**src/design/pfs_pkg.sv**
```systemverilog
// ==========================================================
// pad function select: shared constants
package pfs_pkg;
  // sizes
  localparam int NUM_PADS = 8;
  localparam int NUM_ALT = 5;
  localparam int SEL_W = 3;
  localparam int CFG_W = 8;
  localparam int IDX_W = 3;
  localparam int ADDR_W = 8;
  localparam int DATA_W = 32;
  localparam int TRACE_W = 14;
  localparam int TRACE_LOW_W = 8;
  // pad config register fields
  localparam int F_SEL_LO = 0;
  localparam int F_IBE = 3;
  localparam int F_OBE = 4;
  localparam int F_PUE = 5;
  localparam int F_SLOW = 6;
  localparam int F_NMI = 7;
  // function select codes
  localparam logic [SEL_W-1:0] SEL_FIRST = 3'h0;
  localparam logic [SEL_W-1:0] SEL_JTAG = 3'h2;
  localparam logic [SEL_W-1:0] SEL_FIFTH = 3'h4;
  // reset values: pads 0..3 carry the test port, the rest general-purpose and tristate
  localparam logic [CFG_W-1:0] CFG_RST_GPIO = 8'h00;
  localparam logic [CFG_W-1:0] CFG_RST_TDI = 8'h2A;
  localparam logic [CFG_W-1:0] CFG_RST_TDO = 8'h12;
  localparam logic [CFG_W-1:0] CFG_RST_TCK = 8'h0A;
  localparam logic [CFG_W-1:0] CFG_RST_TMS = 8'h0A;
  localparam logic [NUM_PADS-1:0][CFG_W-1:0] CFG_RST = '{
    CFG_RST_GPIO, CFG_RST_GPIO, CFG_RST_GPIO, CFG_RST_GPIO,
    CFG_RST_TMS, CFG_RST_TCK, CFG_RST_TDO, CFG_RST_TDI};
  localparam logic [SEL_W-1:0] INSEL_RST = 3'h0;
  // pad drive types, index 7 leftmost
  localparam logic [1:0] PT_SLOW = 2'h0;
  localparam logic [1:0] PT_MED = 2'h1;
  localparam logic [1:0] PT_FAST = 2'h2;
  localparam logic [NUM_PADS-1:0][1:0] PAD_TYPE = '{
    PT_MED, PT_SLOW, PT_SLOW, PT_SLOW, PT_MED, PT_MED, PT_FAST, PT_MED};
  // pads shared with the slow crystal oscillator
  localparam logic [NUM_PADS-1:0] XTAL_MASK = 8'h30;
  // register byte offsets
  localparam logic [ADDR_W-1:0] OFS_PCR_BASE = 8'h00;
  localparam logic [ADDR_W-1:0] OFS_PCR_END = 8'h20;
  localparam logic [ADDR_W-1:0] OFS_INSEL = 8'h20;
  localparam logic [ADDR_W-1:0] OFS_STATUS = 8'h24;
  localparam int ADDR_IDX_LO = 2;
  // status bits
  localparam int S_MEMORY_BUILTIN_SELF_TEST = 0;
  localparam int S_XTAL = 1;
  localparam int S_TRACE_CLOCK_OUT = 2;
  localparam int S_PSTAT = 3;
  localparam int S_FPM = 4;
  localparam int STATUS_W = 5;
  // trace pad positions
  localparam int TR_HI_LO = 8;
  localparam int TR_HI_W = 4;
  localparam int TR_TRACE_MESSAGE_START_END = 12;
  localparam int TR_TRACE_CLOCK_OUT = 13;
  // bus handshake states
  typedef enum logic {
    ST_IDLE = 1'b0,
    ST_ACK = 1'b1
  } pfs_bus_st_t;
endpackage : pfs_pkg

```
**src/design/pfs_pad_slice.sv**
```systemverilog
`timescale 1ns/1ps
// ==========================================================
// one pad: output mux, input gating, pull and slew
module pfs_pad_slice #(
  parameter logic [1:0] PAD_KIND = 2'h0
) (
  // configuration
  input wire logic [pfs_pkg::CFG_W-1:0] cfg,
  input wire logic xtal_on,
  // peripheral side
  input wire logic [pfs_pkg::NUM_ALT-1:0] alt_out,
  input wire logic [pfs_pkg::NUM_ALT-1:0] alt_oe,
  output logic in_fwd,
  output logic nmi_fwd,
  // pad side
  input wire logic pad_in,
  output logic out,
  output logic oe,
  output logic pull_up,
  output logic slow_slew
);
  import pfs_pkg::*;

  logic [SEL_W-1:0] sel;
  logic listed;
  logic blocked;
  logic alt_o;
  logic alt_e;

  // code decode, unlisted codes pick nothing
  always_comb begin
    sel = cfg[F_SEL_LO +: SEL_W];
    listed = (sel <= SEL_FIFTH);
    alt_o = 1'b0;
    alt_e = 1'b0;
    if (listed) begin
      alt_o = alt_out[sel];
      alt_e = alt_oe[sel];
    end
  end

  // interrupt function and crystal use override the select field
  assign blocked = cfg[F_NMI] | xtal_on;
  assign out = blocked ? 1'b0 : alt_o;
  assign oe = ~blocked & cfg[F_OBE] & alt_e;
  // peripheral input admitted by buffer enable, interrupt input by its own bit, unless the pad is in crystal use
  assign in_fwd = cfg[F_IBE] & ~xtal_on & pad_in;
  assign nmi_fwd = cfg[F_NMI] & ~xtal_on & pad_in;
  assign pull_up = cfg[F_PUE] & ~xtal_on;
  // slow pads are always slow, others take the setting
  assign slow_slew = (PAD_KIND == PT_SLOW) | cfg[F_SLOW];
endmodule : pfs_pad_slice

```
**src/design/pfs_pad_function_select.sv**
```systemverilog
`timescale 1ns/1ps
// ==========================================================
// Functional notes
// - select code 000 routes first alternate, 001..011 next three, 100 the fifth
// - a pad input reaches periph_in and src_sel_in only with its buffer enable set, nmi_req without it
// - input-only functions ignore the select code, buffer enable alone decides
// - pad inputs fan out to all users; one user picks its pad by field
// - interrupt function on a pad overrides every alternate and the select code
// - crystal pads in oscillator use carry no other function
// - after reset all pads are general-purpose except the four test pads
// - after reset pads 0..3 carry test data in/out, clock and mode
// - self-test enabled: first trace pad driven high until reset ends
// - self-test disabled: first trace pad driven only by the trace enables
// - trace data 7..0, start/end and clock enabled by clock or status enable
// - trace data 8..11 need clock enable with full port, or status enable
// - medium and fast pads accept the slow slew setting
module pfs_pad_function_select (
  // clock and reset
  input wire logic clk,
  input wire logic srst,
  // register bus
  input wire logic [pfs_pkg::ADDR_W-1:0] avs_address,
  input wire logic avs_read,
  input wire logic avs_write,
  input wire logic [pfs_pkg::DATA_W-1:0] avs_writedata,
  output logic [pfs_pkg::DATA_W-1:0] avs_readdata,
  output logic avs_waitrequest,
  // peripheral functions
  input wire logic [pfs_pkg::NUM_PADS*pfs_pkg::NUM_ALT-1:0] alt_out,
  input wire logic [pfs_pkg::NUM_PADS*pfs_pkg::NUM_ALT-1:0] alt_oe,
  output logic [pfs_pkg::NUM_PADS-1:0] periph_in,
  output logic src_sel_in,
  output logic nmi_req,
  // pads
  input wire logic [pfs_pkg::NUM_PADS-1:0] pad_in,
  output logic [pfs_pkg::NUM_PADS-1:0] pad_out,
  output logic [pfs_pkg::NUM_PADS-1:0] pad_oe,
  output logic [pfs_pkg::NUM_PADS-1:0] pad_pull_up,
  output logic [pfs_pkg::NUM_PADS-1:0] pad_slow_slew,
  // oscillator and self-test
  input wire logic slow_xtal_en,
  input wire logic self_test_en,
  // debug port control and trace pads
  input wire logic trace_clock_out_enable,
  input wire logic processor_status_enable,
  input wire logic full_port_mode,
  input wire logic [pfs_pkg::TRACE_W-1:0] trace_src,
  output logic [pfs_pkg::TRACE_W-1:0] trace_out,
  output logic [pfs_pkg::TRACE_W-1:0] trace_oe
);
  import pfs_pkg::*;

  // ==========================================================
  // decode helpers
  function automatic logic addr_hit(input logic [ADDR_W-1:0] a, input logic [ADDR_W-1:0] ofs);
    addr_hit = (a[ADDR_W-1:ADDR_IDX_LO] == ofs[ADDR_W-1:ADDR_IDX_LO]);
  endfunction : addr_hit

  function automatic logic pcr_hit(input logic [ADDR_W-1:0] a);
    pcr_hit = (a >= OFS_PCR_BASE) && (a < OFS_PCR_END);
  endfunction : pcr_hit

  // ==========================================================
  // state
  pfs_bus_st_t st_q;
  logic waitreq_q;
  logic [DATA_W-1:0] rdata_q;
  logic [DATA_W-1:0] rdata_d;
  logic [NUM_PADS-1:0][CFG_W-1:0] pcr_q;
  logic [SEL_W-1:0] insel_q;
  logic [NUM_PADS-1:0] pad_s1_q;
  logic [NUM_PADS-1:0] pad_s2_q;
  logic self_test_controller_s1_q;
  logic self_test_controller_s2_q;
  logic memory_builtin_self_test_d;
  logic memory_builtin_self_test_q;
  logic wr_fire;
  logic [IDX_W-1:0] pcr_idx;
  logic [STATUS_W-1:0] status;
  logic [NUM_PADS-1:0] s_out;
  logic [NUM_PADS-1:0] s_oe;
  logic [NUM_PADS-1:0] s_pu;
  logic [NUM_PADS-1:0] s_slow;
  logic [NUM_PADS-1:0] s_in;
  logic [NUM_PADS-1:0] s_nmi;
  logic [NUM_PADS-1:0] periph_in_q;
  logic [NUM_PADS-1:0] pad_out_q;
  logic [NUM_PADS-1:0] pad_oe_q;
  logic [NUM_PADS-1:0] pad_pu_q;
  logic [NUM_PADS-1:0] pad_slow_q;
  logic src_in_q;
  logic nmi_q;
  logic en_low;
  logic en_high;
  logic [TRACE_W-1:0] trace_oe_d;
  logic [TRACE_W-1:0] trace_out_d;
  logic [TRACE_W-1:0] trace_oe_q;
  logic [TRACE_W-1:0] trace_out_q;

  // ==========================================================
  // bus slave: one wait cycle, write lands on the acknowledge edge
  assign pcr_idx = avs_address[ADDR_IDX_LO +: IDX_W];
  assign wr_fire = (st_q == ST_ACK) && avs_write;

  // read data mux
  always_comb begin
    rdata_d = '0;
    if (pcr_hit(avs_address)) begin
      rdata_d[CFG_W-1:0] = pcr_q[pcr_idx];
    end else if (addr_hit(avs_address, OFS_INSEL)) begin
      rdata_d[SEL_W-1:0] = insel_q;
    end else if (addr_hit(avs_address, OFS_STATUS)) begin
      rdata_d[STATUS_W-1:0] = status;
    end
  end

  // handshake state
  always_ff @(posedge clk) begin
    if (srst) begin
      st_q <= ST_IDLE;
      waitreq_q <= 1'b1;
      rdata_q <= '0;
    end else begin
      case (st_q)
        ST_IDLE: begin
          if (avs_read || avs_write) begin
            st_q <= ST_ACK;
            waitreq_q <= 1'b0;
            rdata_q <= avs_read ? rdata_d : '0;
          end
        end
        ST_ACK: begin
          st_q <= ST_IDLE;
          waitreq_q <= 1'b1;
        end
        default: begin
          st_q <= ST_IDLE;
          waitreq_q <= 1'b1;
        end
      endcase
    end
  end

  assign avs_waitrequest = waitreq_q;
  assign avs_readdata = rdata_q;

  // ==========================================================
  // configuration registers
  always_ff @(posedge clk) begin
    if (srst) begin
      pcr_q <= CFG_RST;
    end else if (wr_fire && pcr_hit(avs_address)) begin
      pcr_q[pcr_idx] <= avs_writedata[CFG_W-1:0];
    end
  end

  // input source select for the shared peripheral input
  always_ff @(posedge clk) begin
    if (srst) begin
      insel_q <= INSEL_RST;
    end else if (wr_fire && addr_hit(avs_address, OFS_INSEL)) begin
      insel_q <= avs_writedata[SEL_W-1:0];
    end
  end

  // status view
  always_comb begin
    status = '0;
    status[S_MEMORY_BUILTIN_SELF_TEST] = memory_builtin_self_test_q;
    status[S_XTAL] = slow_xtal_en;
    status[S_TRACE_CLOCK_OUT] = trace_clock_out_enable;
    status[S_PSTAT] = processor_status_enable;
    status[S_FPM] = full_port_mode;
  end

  // ==========================================================
  // pad input synchronisers
  always_ff @(posedge clk) begin
    if (srst) begin
      pad_s1_q <= '0;
      pad_s2_q <= '0;
    end else begin
      pad_s1_q <= pad_in;
      pad_s2_q <= pad_s1_q;
    end
  end

  // ==========================================================
  // per-pad muxing
  for (genvar i = 0; i < NUM_PADS; i++) begin : g_pad
    pfs_pad_slice #(
      .PAD_KIND(PAD_TYPE[i])
    ) u_slice (
      .cfg(pcr_q[i]),
      .xtal_on(slow_xtal_en & XTAL_MASK[i]),
      .alt_out(alt_out[i*NUM_ALT +: NUM_ALT]),
      .alt_oe(alt_oe[i*NUM_ALT +: NUM_ALT]),
      .in_fwd(s_in[i]),
      .nmi_fwd(s_nmi[i]),
      .pad_in(pad_s2_q[i]),
      .out(s_out[i]),
      .oe(s_oe[i]),
      .pull_up(s_pu[i]),
      .slow_slew(s_slow[i])
    );
  end

  // registered pad and peripheral outputs
  always_ff @(posedge clk) begin
    if (srst) begin
      pad_out_q <= '0;
      pad_oe_q <= '0;
      pad_pu_q <= '0;
      pad_slow_q <= '0;
      periph_in_q <= '0;
      src_in_q <= 1'b0;
      nmi_q <= 1'b0;
    end else begin
      pad_out_q <= s_out;
      pad_oe_q <= s_oe;
      pad_pu_q <= s_pu;
      pad_slow_q <= s_slow;
      periph_in_q <= s_in;
      src_in_q <= s_in[insel_q];
      nmi_q <= |s_nmi;
    end
  end

  assign pad_out = pad_out_q;
  assign pad_oe = pad_oe_q;
  assign pad_pull_up = pad_pu_q;
  assign pad_slow_slew = pad_slow_q;
  assign periph_in = periph_in_q;
  assign src_sel_in = src_in_q;
  assign nmi_req = nmi_q;

  // ==========================================================
  // self-test indication, strap caught while reset is high
  always_ff @(posedge clk) begin
    self_test_controller_s1_q <= self_test_en;
    self_test_controller_s2_q <= self_test_controller_s1_q;
  end

  assign memory_builtin_self_test_d = srst & self_test_controller_s2_q;

  always_ff @(posedge clk) begin
    memory_builtin_self_test_q <= memory_builtin_self_test_d;
  end

  // ==========================================================
  // trace pad enables from the debug port control
  assign en_low = trace_clock_out_enable | processor_status_enable;
  assign en_high = (trace_clock_out_enable & full_port_mode) | processor_status_enable;

  always_comb begin
    trace_oe_d = '0;
    trace_out_d = trace_src;
    // a debugger may claim the trace pads while reset is still high
    trace_oe_d[TRACE_LOW_W-1:0] = {TRACE_LOW_W{en_low}};
    trace_oe_d[TR_HI_LO +: TR_HI_W] = {TR_HI_W{en_high}};
    trace_oe_d[TR_TRACE_MESSAGE_START_END] = en_low;
    trace_oe_d[TR_TRACE_CLOCK_OUT] = en_low;
    if (memory_builtin_self_test_d) begin
      trace_oe_d[0] = 1'b1;
      trace_out_d[0] = 1'b1;
    end
  end

  // no reset branch: enables stay live through reset
  always_ff @(posedge clk) begin
    trace_oe_q <= trace_oe_d;
    trace_out_q <= trace_out_d;
  end

  assign trace_oe = trace_oe_q;
  assign trace_out = trace_out_q;

  for (genvar k = 0; k < NUM_PADS; k++) begin : g_chk

    if (PAD_TYPE[k] != PT_SLOW) begin : g_slew

    end
  end
endmodule : pfs_pad_function_select

```
**config.mk**
```make
export PLATFORM = sky130hd
export DESIGN_NAME = pfs_pad_function_select
export DESIGN_NICKNAME = d
export VERILOG_FILES = /design/src/design/pfs_pkg.sv /design/src/design/pfs_pad_slice.sv /design/src/design/pfs_pad_function_select.sv
export SDC_FILE = /design/constraint.sdc
export NUM_CORES = 1
export LEC_CHECK = 0
export ABC_AREA = 1
export BUFFER_PORTS_ARGS = -buffer_cell sky130_fd_sc_hd__buf_2
export CELL_PAD_IN_SITES_DETAIL_PLACEMENT = 1
export CELL_PAD_IN_SITES_GLOBAL_PLACEMENT = 2
export CORE_MARGIN = 2
export CORE_UTILIZATION = 26
export CTS_CLUSTER_DIAMETER = 150
export DETAILED_ROUTE_END_ITERATION = 10
export PLACE_DENSITY_LB_ADDON = 0.15
export SLEW_MARGIN = 40
export SYNTH_ARGS = -nofsm -noshare
export SYNTH_HDL_FRONTEND = slang
export SYNTH_SLANG_ARGS = --single-unit
```
**constraint.sdc**
```tcl
create_clock -name clk -period 1.65 [get_ports clk]
set_input_delay 0.165 -clock clk [delete_from_list [all_inputs] [get_ports clk]]
set_output_delay 0.165 -clock clk [all_outputs]
set_load 0.01 [all_outputs]
```
# Yosys cells after proc, flatten, opt, wreduce, memory -nomap -nowiden

Cells that the tools add are included.

Equality and inequality tests: 3
Divide/modulo/power cells: 0
Reductions and logical operators: 16
Order comparisons: 21
Add/sub/neg operators: 0
Shift operators: 0
Multipliers: 0
Bitwise gates (word level): 62
Muxes and demuxes: 58

Operator list:

| operator                                                               | count |
|---|---|
| 64-bit bitwise mux                                                     | 1 |
| 1-bit binary-select mux with 3-bit select                              | 17 |
| 1-bit bitwise AND                                                      | 40 |
| 3-bit by 4-bit < comparator with 1-bit output (second input constant)  | 10 |
| 1-bit 2-to-1 mux                                                       | 27 |
| 8-bit binary-select mux with 3-bit select                              | 1 |
| 8-bit demux with 3-bit select                                          | 1 |
| 3-bit <= comparator (second input constant)                            | 8 |
| 8-bit 2-to-1 mux                                                       | 3 |
| 3-bit OR reduction                                                     | 8 |
| 1-bit NOT                                                              | 18 |
| 6-bit by 4-bit equality test with 1-bit output (second input constant) | 2 |
| 5-bit 2-to-1 mux                                                       | 2 |
| 8-bit by 1-bit >= comparator with 1-bit output (second input constant) | 1 |
| 8-bit by 6-bit < comparator with 1-bit output (second input constant)  | 1 |
| 8-bit OR reduction                                                     | 1 |
| 7-bit 2-to-1 mux                                                       | 1 |
| 3-bit 2-to-1 mux                                                       | 2 |
| 1-bit logical AND                                                      | 5 |
| 1-bit OR                                                               | 4 |
| 1-bit one-hot mux with 2 select lines                                  | 2 |
| 3-bit by 1-bit >= comparator with 1-bit output (second input constant) | 1 |
| 2-bit 2-to-1 mux                                                       | 1 |
| 2-bit inequality test (second input constant)                          | 1 |
| other kinds (2)                                                        | 2 |

Memories: 0
Bits in read-only memories: 0
Bits in latches: 0
Flip-flop bits (word level): 189
RAM bits: 0
Word-level logic and storage cells: 196

# Logic depth before layout (Yosys ltp)

Depth in word-level cells: 5
Gate-level depth with buffers: 11

# Modules after synthesis

From an unflattened synthesis, not the netlist that was laid out.

Cells, all modules: 1037
Area, all modules: 7089.3 sq um

Modules (own cells, without submodules):

| module                               | cells an instance | area each (sq um) | instances |
|---|---|---|---|
| pfs_pad_function_select              | 762               | 5876.9            | 1 |
| pfs_pad_slice (g_pad[0].u_slice ...) | 34                | 150.1             | 5 |
| pfs_pad_slice (g_pad[4].u_slice ...) | 35                | 153.9             | 3 |

# Least setup slack after synthesis

No wires, ideal clock.

Path type: register to register
From: register st_q
To: register pcr_q[45] in the netlist's numbering
Path buffers: 1
Data arrival time: 1.165 ns
Path slack: 0.368 ns
Stages on the path, launching flop included: 9
Library setup time: 0.117 ns
Cells stage by stage: dfxtp_1 -> nand2_1 -> nor2_8 -> nand2_4 -> nor2_4 -> inv_2 -> buf_6 -> o21ai_1 -> a21oi_1

Cells in the longest elaborated chain, start to end: 2

Ends and longest elaborated chain:

| item                            | RTL line                       | source |
|---|---|---|
| from (decl)                     | pfs_pad_function_select.sv:65  | `pfs_bus_st_t st_q;` |
| from (signal assigned)          | pfs_pad_function_select.sv:120 | `st_q <= ST_IDLE;` |
| from (signal assigned)          | pfs_pad_function_select.sv:127 | `st_q <= ST_ACK;` |
| from (signal assigned)          | pfs_pad_function_select.sv:133 | `st_q <= ST_IDLE;` |
| 1-bit logical AND               | pfs_pad_function_select.sv:103 | `assign wr_fire = (st_q == ST_ACK) && avs_write;` |
| 1-bit logical AND               | pfs_pad_function_select.sv:152 | `end else if (wr_fire && pcr_hit(avs_address)) begin` |
| to (signal, indexed assignment) | pfs_pad_function_select.sv:153 | `pcr_q[pcr_idx] <= avs_writedata[CFG_W-1:0];` |
| to (decl)                       | pfs_pad_function_select.sv:69  | `logic [NUM_PADS-1:0][CFG_W-1:0] pcr_q;` |

No other way between the ends.
A chain may end at the register's enable or synchronous reset.

# Worst setup path in the final report

From: register st_q
To: register pcr_q[22] in the netlist's numbering

Same word-level chain as after synthesis.

==> out/qor.csv <==
stage;metric;value;unit
outcome;outcome;finished clean;
worst_setup_path;end of the worst register-to-register path;pcr_q[22];
finish;nets@finish;1273;
finish;number of diodes;0;
sta;setup ws final;170;ps
worst_setup_path;Critical R2R Launch;st_q;
logic_synthesis;Async SR Flop Fraction;0;%
die;width of the die;163;um
min_path;Hold Crit Endpoint;trace_oe[11];
worst_setup_path;family with the most delay on the worst path;simple AND/OR/NAND/NOR gates;
die;# rows;58;
detailed_routing;post-route ant nets;0;
placement;routability cong.;0.753;
worst_setup_path;worst path bufs/invs;1;
sta;Final min period;1480;ps
pwr;Leakage;4.06;nW
clocking;Clock Path Buffers;2;
logic_synthesis;top cells by area, synth;dfxtp_1, nand2_1, a21oi_1, nor2_1, inv_1;
min_path;worst hold-check path type;primary input to flop;
finish;share of cells above drive strength 1;25.1;%
logic_synthesis;Seq/Total Area, Yosys;46.9;%
clocking;clk root buf;clkbuf_16;
logic_synthesis;Synth Cell Area;6530;um2
detailed_routing;DRC Markers;0;
pwr;power per cell area;987;nW/um2
worst_setup_path;r2r setup slk;170;ps
global_route;vias in the first global route;6475;
worst_setup_path;Slowest Stage Delay on Critical Path;360;ps
logic_synthesis;Syn Area/Cell;7.34;um2
pwr;maximum vdd drop;0.000573;V
logic_synthesis;post-synth top area share;46.9;%
min_path;Worst Hold Path Cells;3;
logic_synthesis;cells after synthesis;890;
logic_synthesis;Synth area leader;dfxtp_1;
placement;port bufs;203;
sta;Setup violations, final;0;
finish;Area Growth Syn to Fin;33.6;%
clocking;CTS sink cnt;153;
detailed_routing;drt pass-1 iters;4;
detailed_routing;Met1 Routed Length;9820;um
global_route;antenna violations before repair;0;
global_route;grt ovf;0;
logic_synthesis;Syn. warnings;0;
detailed_routing;DR WL met3;791;um
global_route;first-pass GRT wire length;34400;um
detailed_routing;wire length per cell;14.8;um
detailed_routing;initial DRC count;212;
worst_setup_path;Setup crit end kind;flop;
worst_setup_path;CP max stage cell;dfxtp_1;
placement;dpl ws;100;ps
clocking;clock buffers created by TritonCTS;17;
detailed_routing;Routed WL;21700;um
logic_synthesis;Unique masters post-synth;29;
worst_setup_path;Worst Path Arrival;1790;ps
worst_setup_path;worst r2r path cells;7;
logic_synthesis;Yosys reg bits;153;
sta;Peak Freq;676;MHz
logic_synthesis;most instantiated cells after synthesis;nand2_1, dfxtp_1, nor2_1, a21oi_1, inv_1;
sta;RSZ-0062 raised after global routing;no;
worst_setup_path;CP Class;flop to flop;
sta;Slew Viols, Final;0;
clocking;Skew-Pair Late Insertion Delay;430;ps
die;Die Y;163;um
die;Core Box Area;24900;um2
worst_setup_path;worst-path cell chain;nand2_1 > nor2_8 > nand2_4 > nor2_4 > inv_1 > o21ai_0 > a21oi_1;
logic_synthesis;Post-synth EDFFs;0;
sta;Final Hold Violating Endpoints;0;
detailed_routing;Vias/cell;4.38;
detailed_routing;met2 WL;10800;um
die;Starting Density;26.2;%
logic_synthesis;most common cell in the netlist;nand2_1;
die;I/O pins;254;
sta;Setup TNS;0;ps
min_path;Hold Path Origin;processor_status_enable;
logic_synthesis;Top FF cell, synth;dfxtp_1;
detailed_routing;via count;6421;
worst_setup_path;CP Launch Type;flop;
worst_setup_path;worst-path maximum fanout;11;
global_route;largest net degree at the start of global routing;66;
worst_setup_path;CP required;1960;ps
global_route;GRT Total Usage;16.8;%
die;Die ar.;26400;um2
flow_run;MaxCap Viol Count;0;
sta;final worst path period share;89.7;%
placement;DP HPWL;16600;um
sta;Fin Clk Skew;13.2;ps
clocking;clock-pin slew on the worst setup and hold paths;70;ps
clocking;CTS tree;built;
clocking;H-tree depth;4;
detailed_routing;top routing layer in use;met4;
[cell usage in the layout (no fill, tap or decap), types with 8 or more instances in the layout]
master	n
o21ai_0	50
dlygate4sd3_1	27
a21oi_1	88
nand3_1	66
buf_2	203
buf_4	24
clkbuf_16	17
o21ai_1	12
dfxtp_1	153
inv_1	86
a32o_1	8
nand2_1	199
nor3_1	15
o211ai_1	15
conb_1	24
nor2_1	99
[flip-flops by register name, summed over array words and instances, names as in the netlist, 3 cells and up]
| register | flops |
|---|---|
| trace_oe | 3 |
| pcr_q | 64 |
| avs_readdata | 8 |
| pad_slow_slew | 6 |
| pad_out | 8 |
| insel_q | 3 |
| periph_in | 8 |
| pad_s2_q | 8 |
| trace_out | 14 |
| pad_pull_up | 8 |
| pad_oe | 8 |
| pad_s1_q | 8 |
[stage by stage]
stage          util, %  hold WS (ps)  instances  total power, mW  cell area [um2]
2_1_floorplan        -           193        913             4.28             6620
3_3_place_gp      31.6           267       1406             4.59             7860
3_5_place_dp      31.6           269       1406             4.60             7860
4_1_cts           35.1          27.6       1465             8.75             8730
5_1_grt           35.1          45.8       1465             9.01             8730
6_report          35.1          51.7       1465             8.62             8730
[worst register-to-register path, stage by stage, from the launching register on]
cell and delay (ps):
dfxtp_1 360, nand2_1 170, nor2_8 210, nand2_4 120, nor2_4 100, inv_1 160, o21ai_0 200, a21oi_1 60
[area by class of cell]
cell class / count / area [um2]
Sequential cell: 153 / 3060
Fill cell: 3136 / 16200
Inverter: 94 / 353
Clock inverter: 15 / 178
Timing Repair Buffer: 257 / 1530
Multi-Input combinational cell: 599 / 2770
Clock buffer: 17 / 425
Tap cell: 330 / 413
[how the worst max path moves through the flow]
| stage | endpoint | depth (start not counted) | startpoint | slack (ps) |
|---|---|---|---|---|
| 6_report | pcr_q[22] | 7 | st_q | 170 |
| 3_5_place_dp | pcr_q[29] | 7 | st_q | 100 |
| 4_1_cts | pcr_q[29] | 7 | st_q | 90 |
| 3_3_place_gp | pcr_q[29] | 7 | st_q | 110 |
| 5_1_grt | pcr_q[16] | 7 | st_q | 0.4 |
| 2_1_floorplan | pcr_q[45] | 8 | st_q | 370 |
[report_power, final]
group / switching [mW] / total (mW) / internal (mW)
clock: 1.77 / 4.06 / 2.29
sequential: 0.0278 / 3.79 / 3.77
combinational: 0.437 / 0.761 / 0.325
[metal layers]
metal / global-route usage (%) / up-vias
li1: - / 3291
met1: 20.6 / 2999
met2: 29.9 / 116
met3: 3.85 / 15
met4: 3.62 / 0
met5: 0 / -
[repair_timing]
action,4_1_cts,5_1_grt
hold buffers,27,0
buffers inserted,0,0
endpoints found under the hold margin,26,0
setup endpoints to repair,0,7
resized for setup,0,1
[logic make-up after synthesis]
logic type / count (synthesis) / synth area share [%]
flops: 153 / 46.9
buf+inv: 161 / 12.0
compound gates: 178 / 15.1
simple gates: 397 / 25.9
other cells: 1 / 0.0574
No activity file was read; power rests on OpenSTA's default activity.
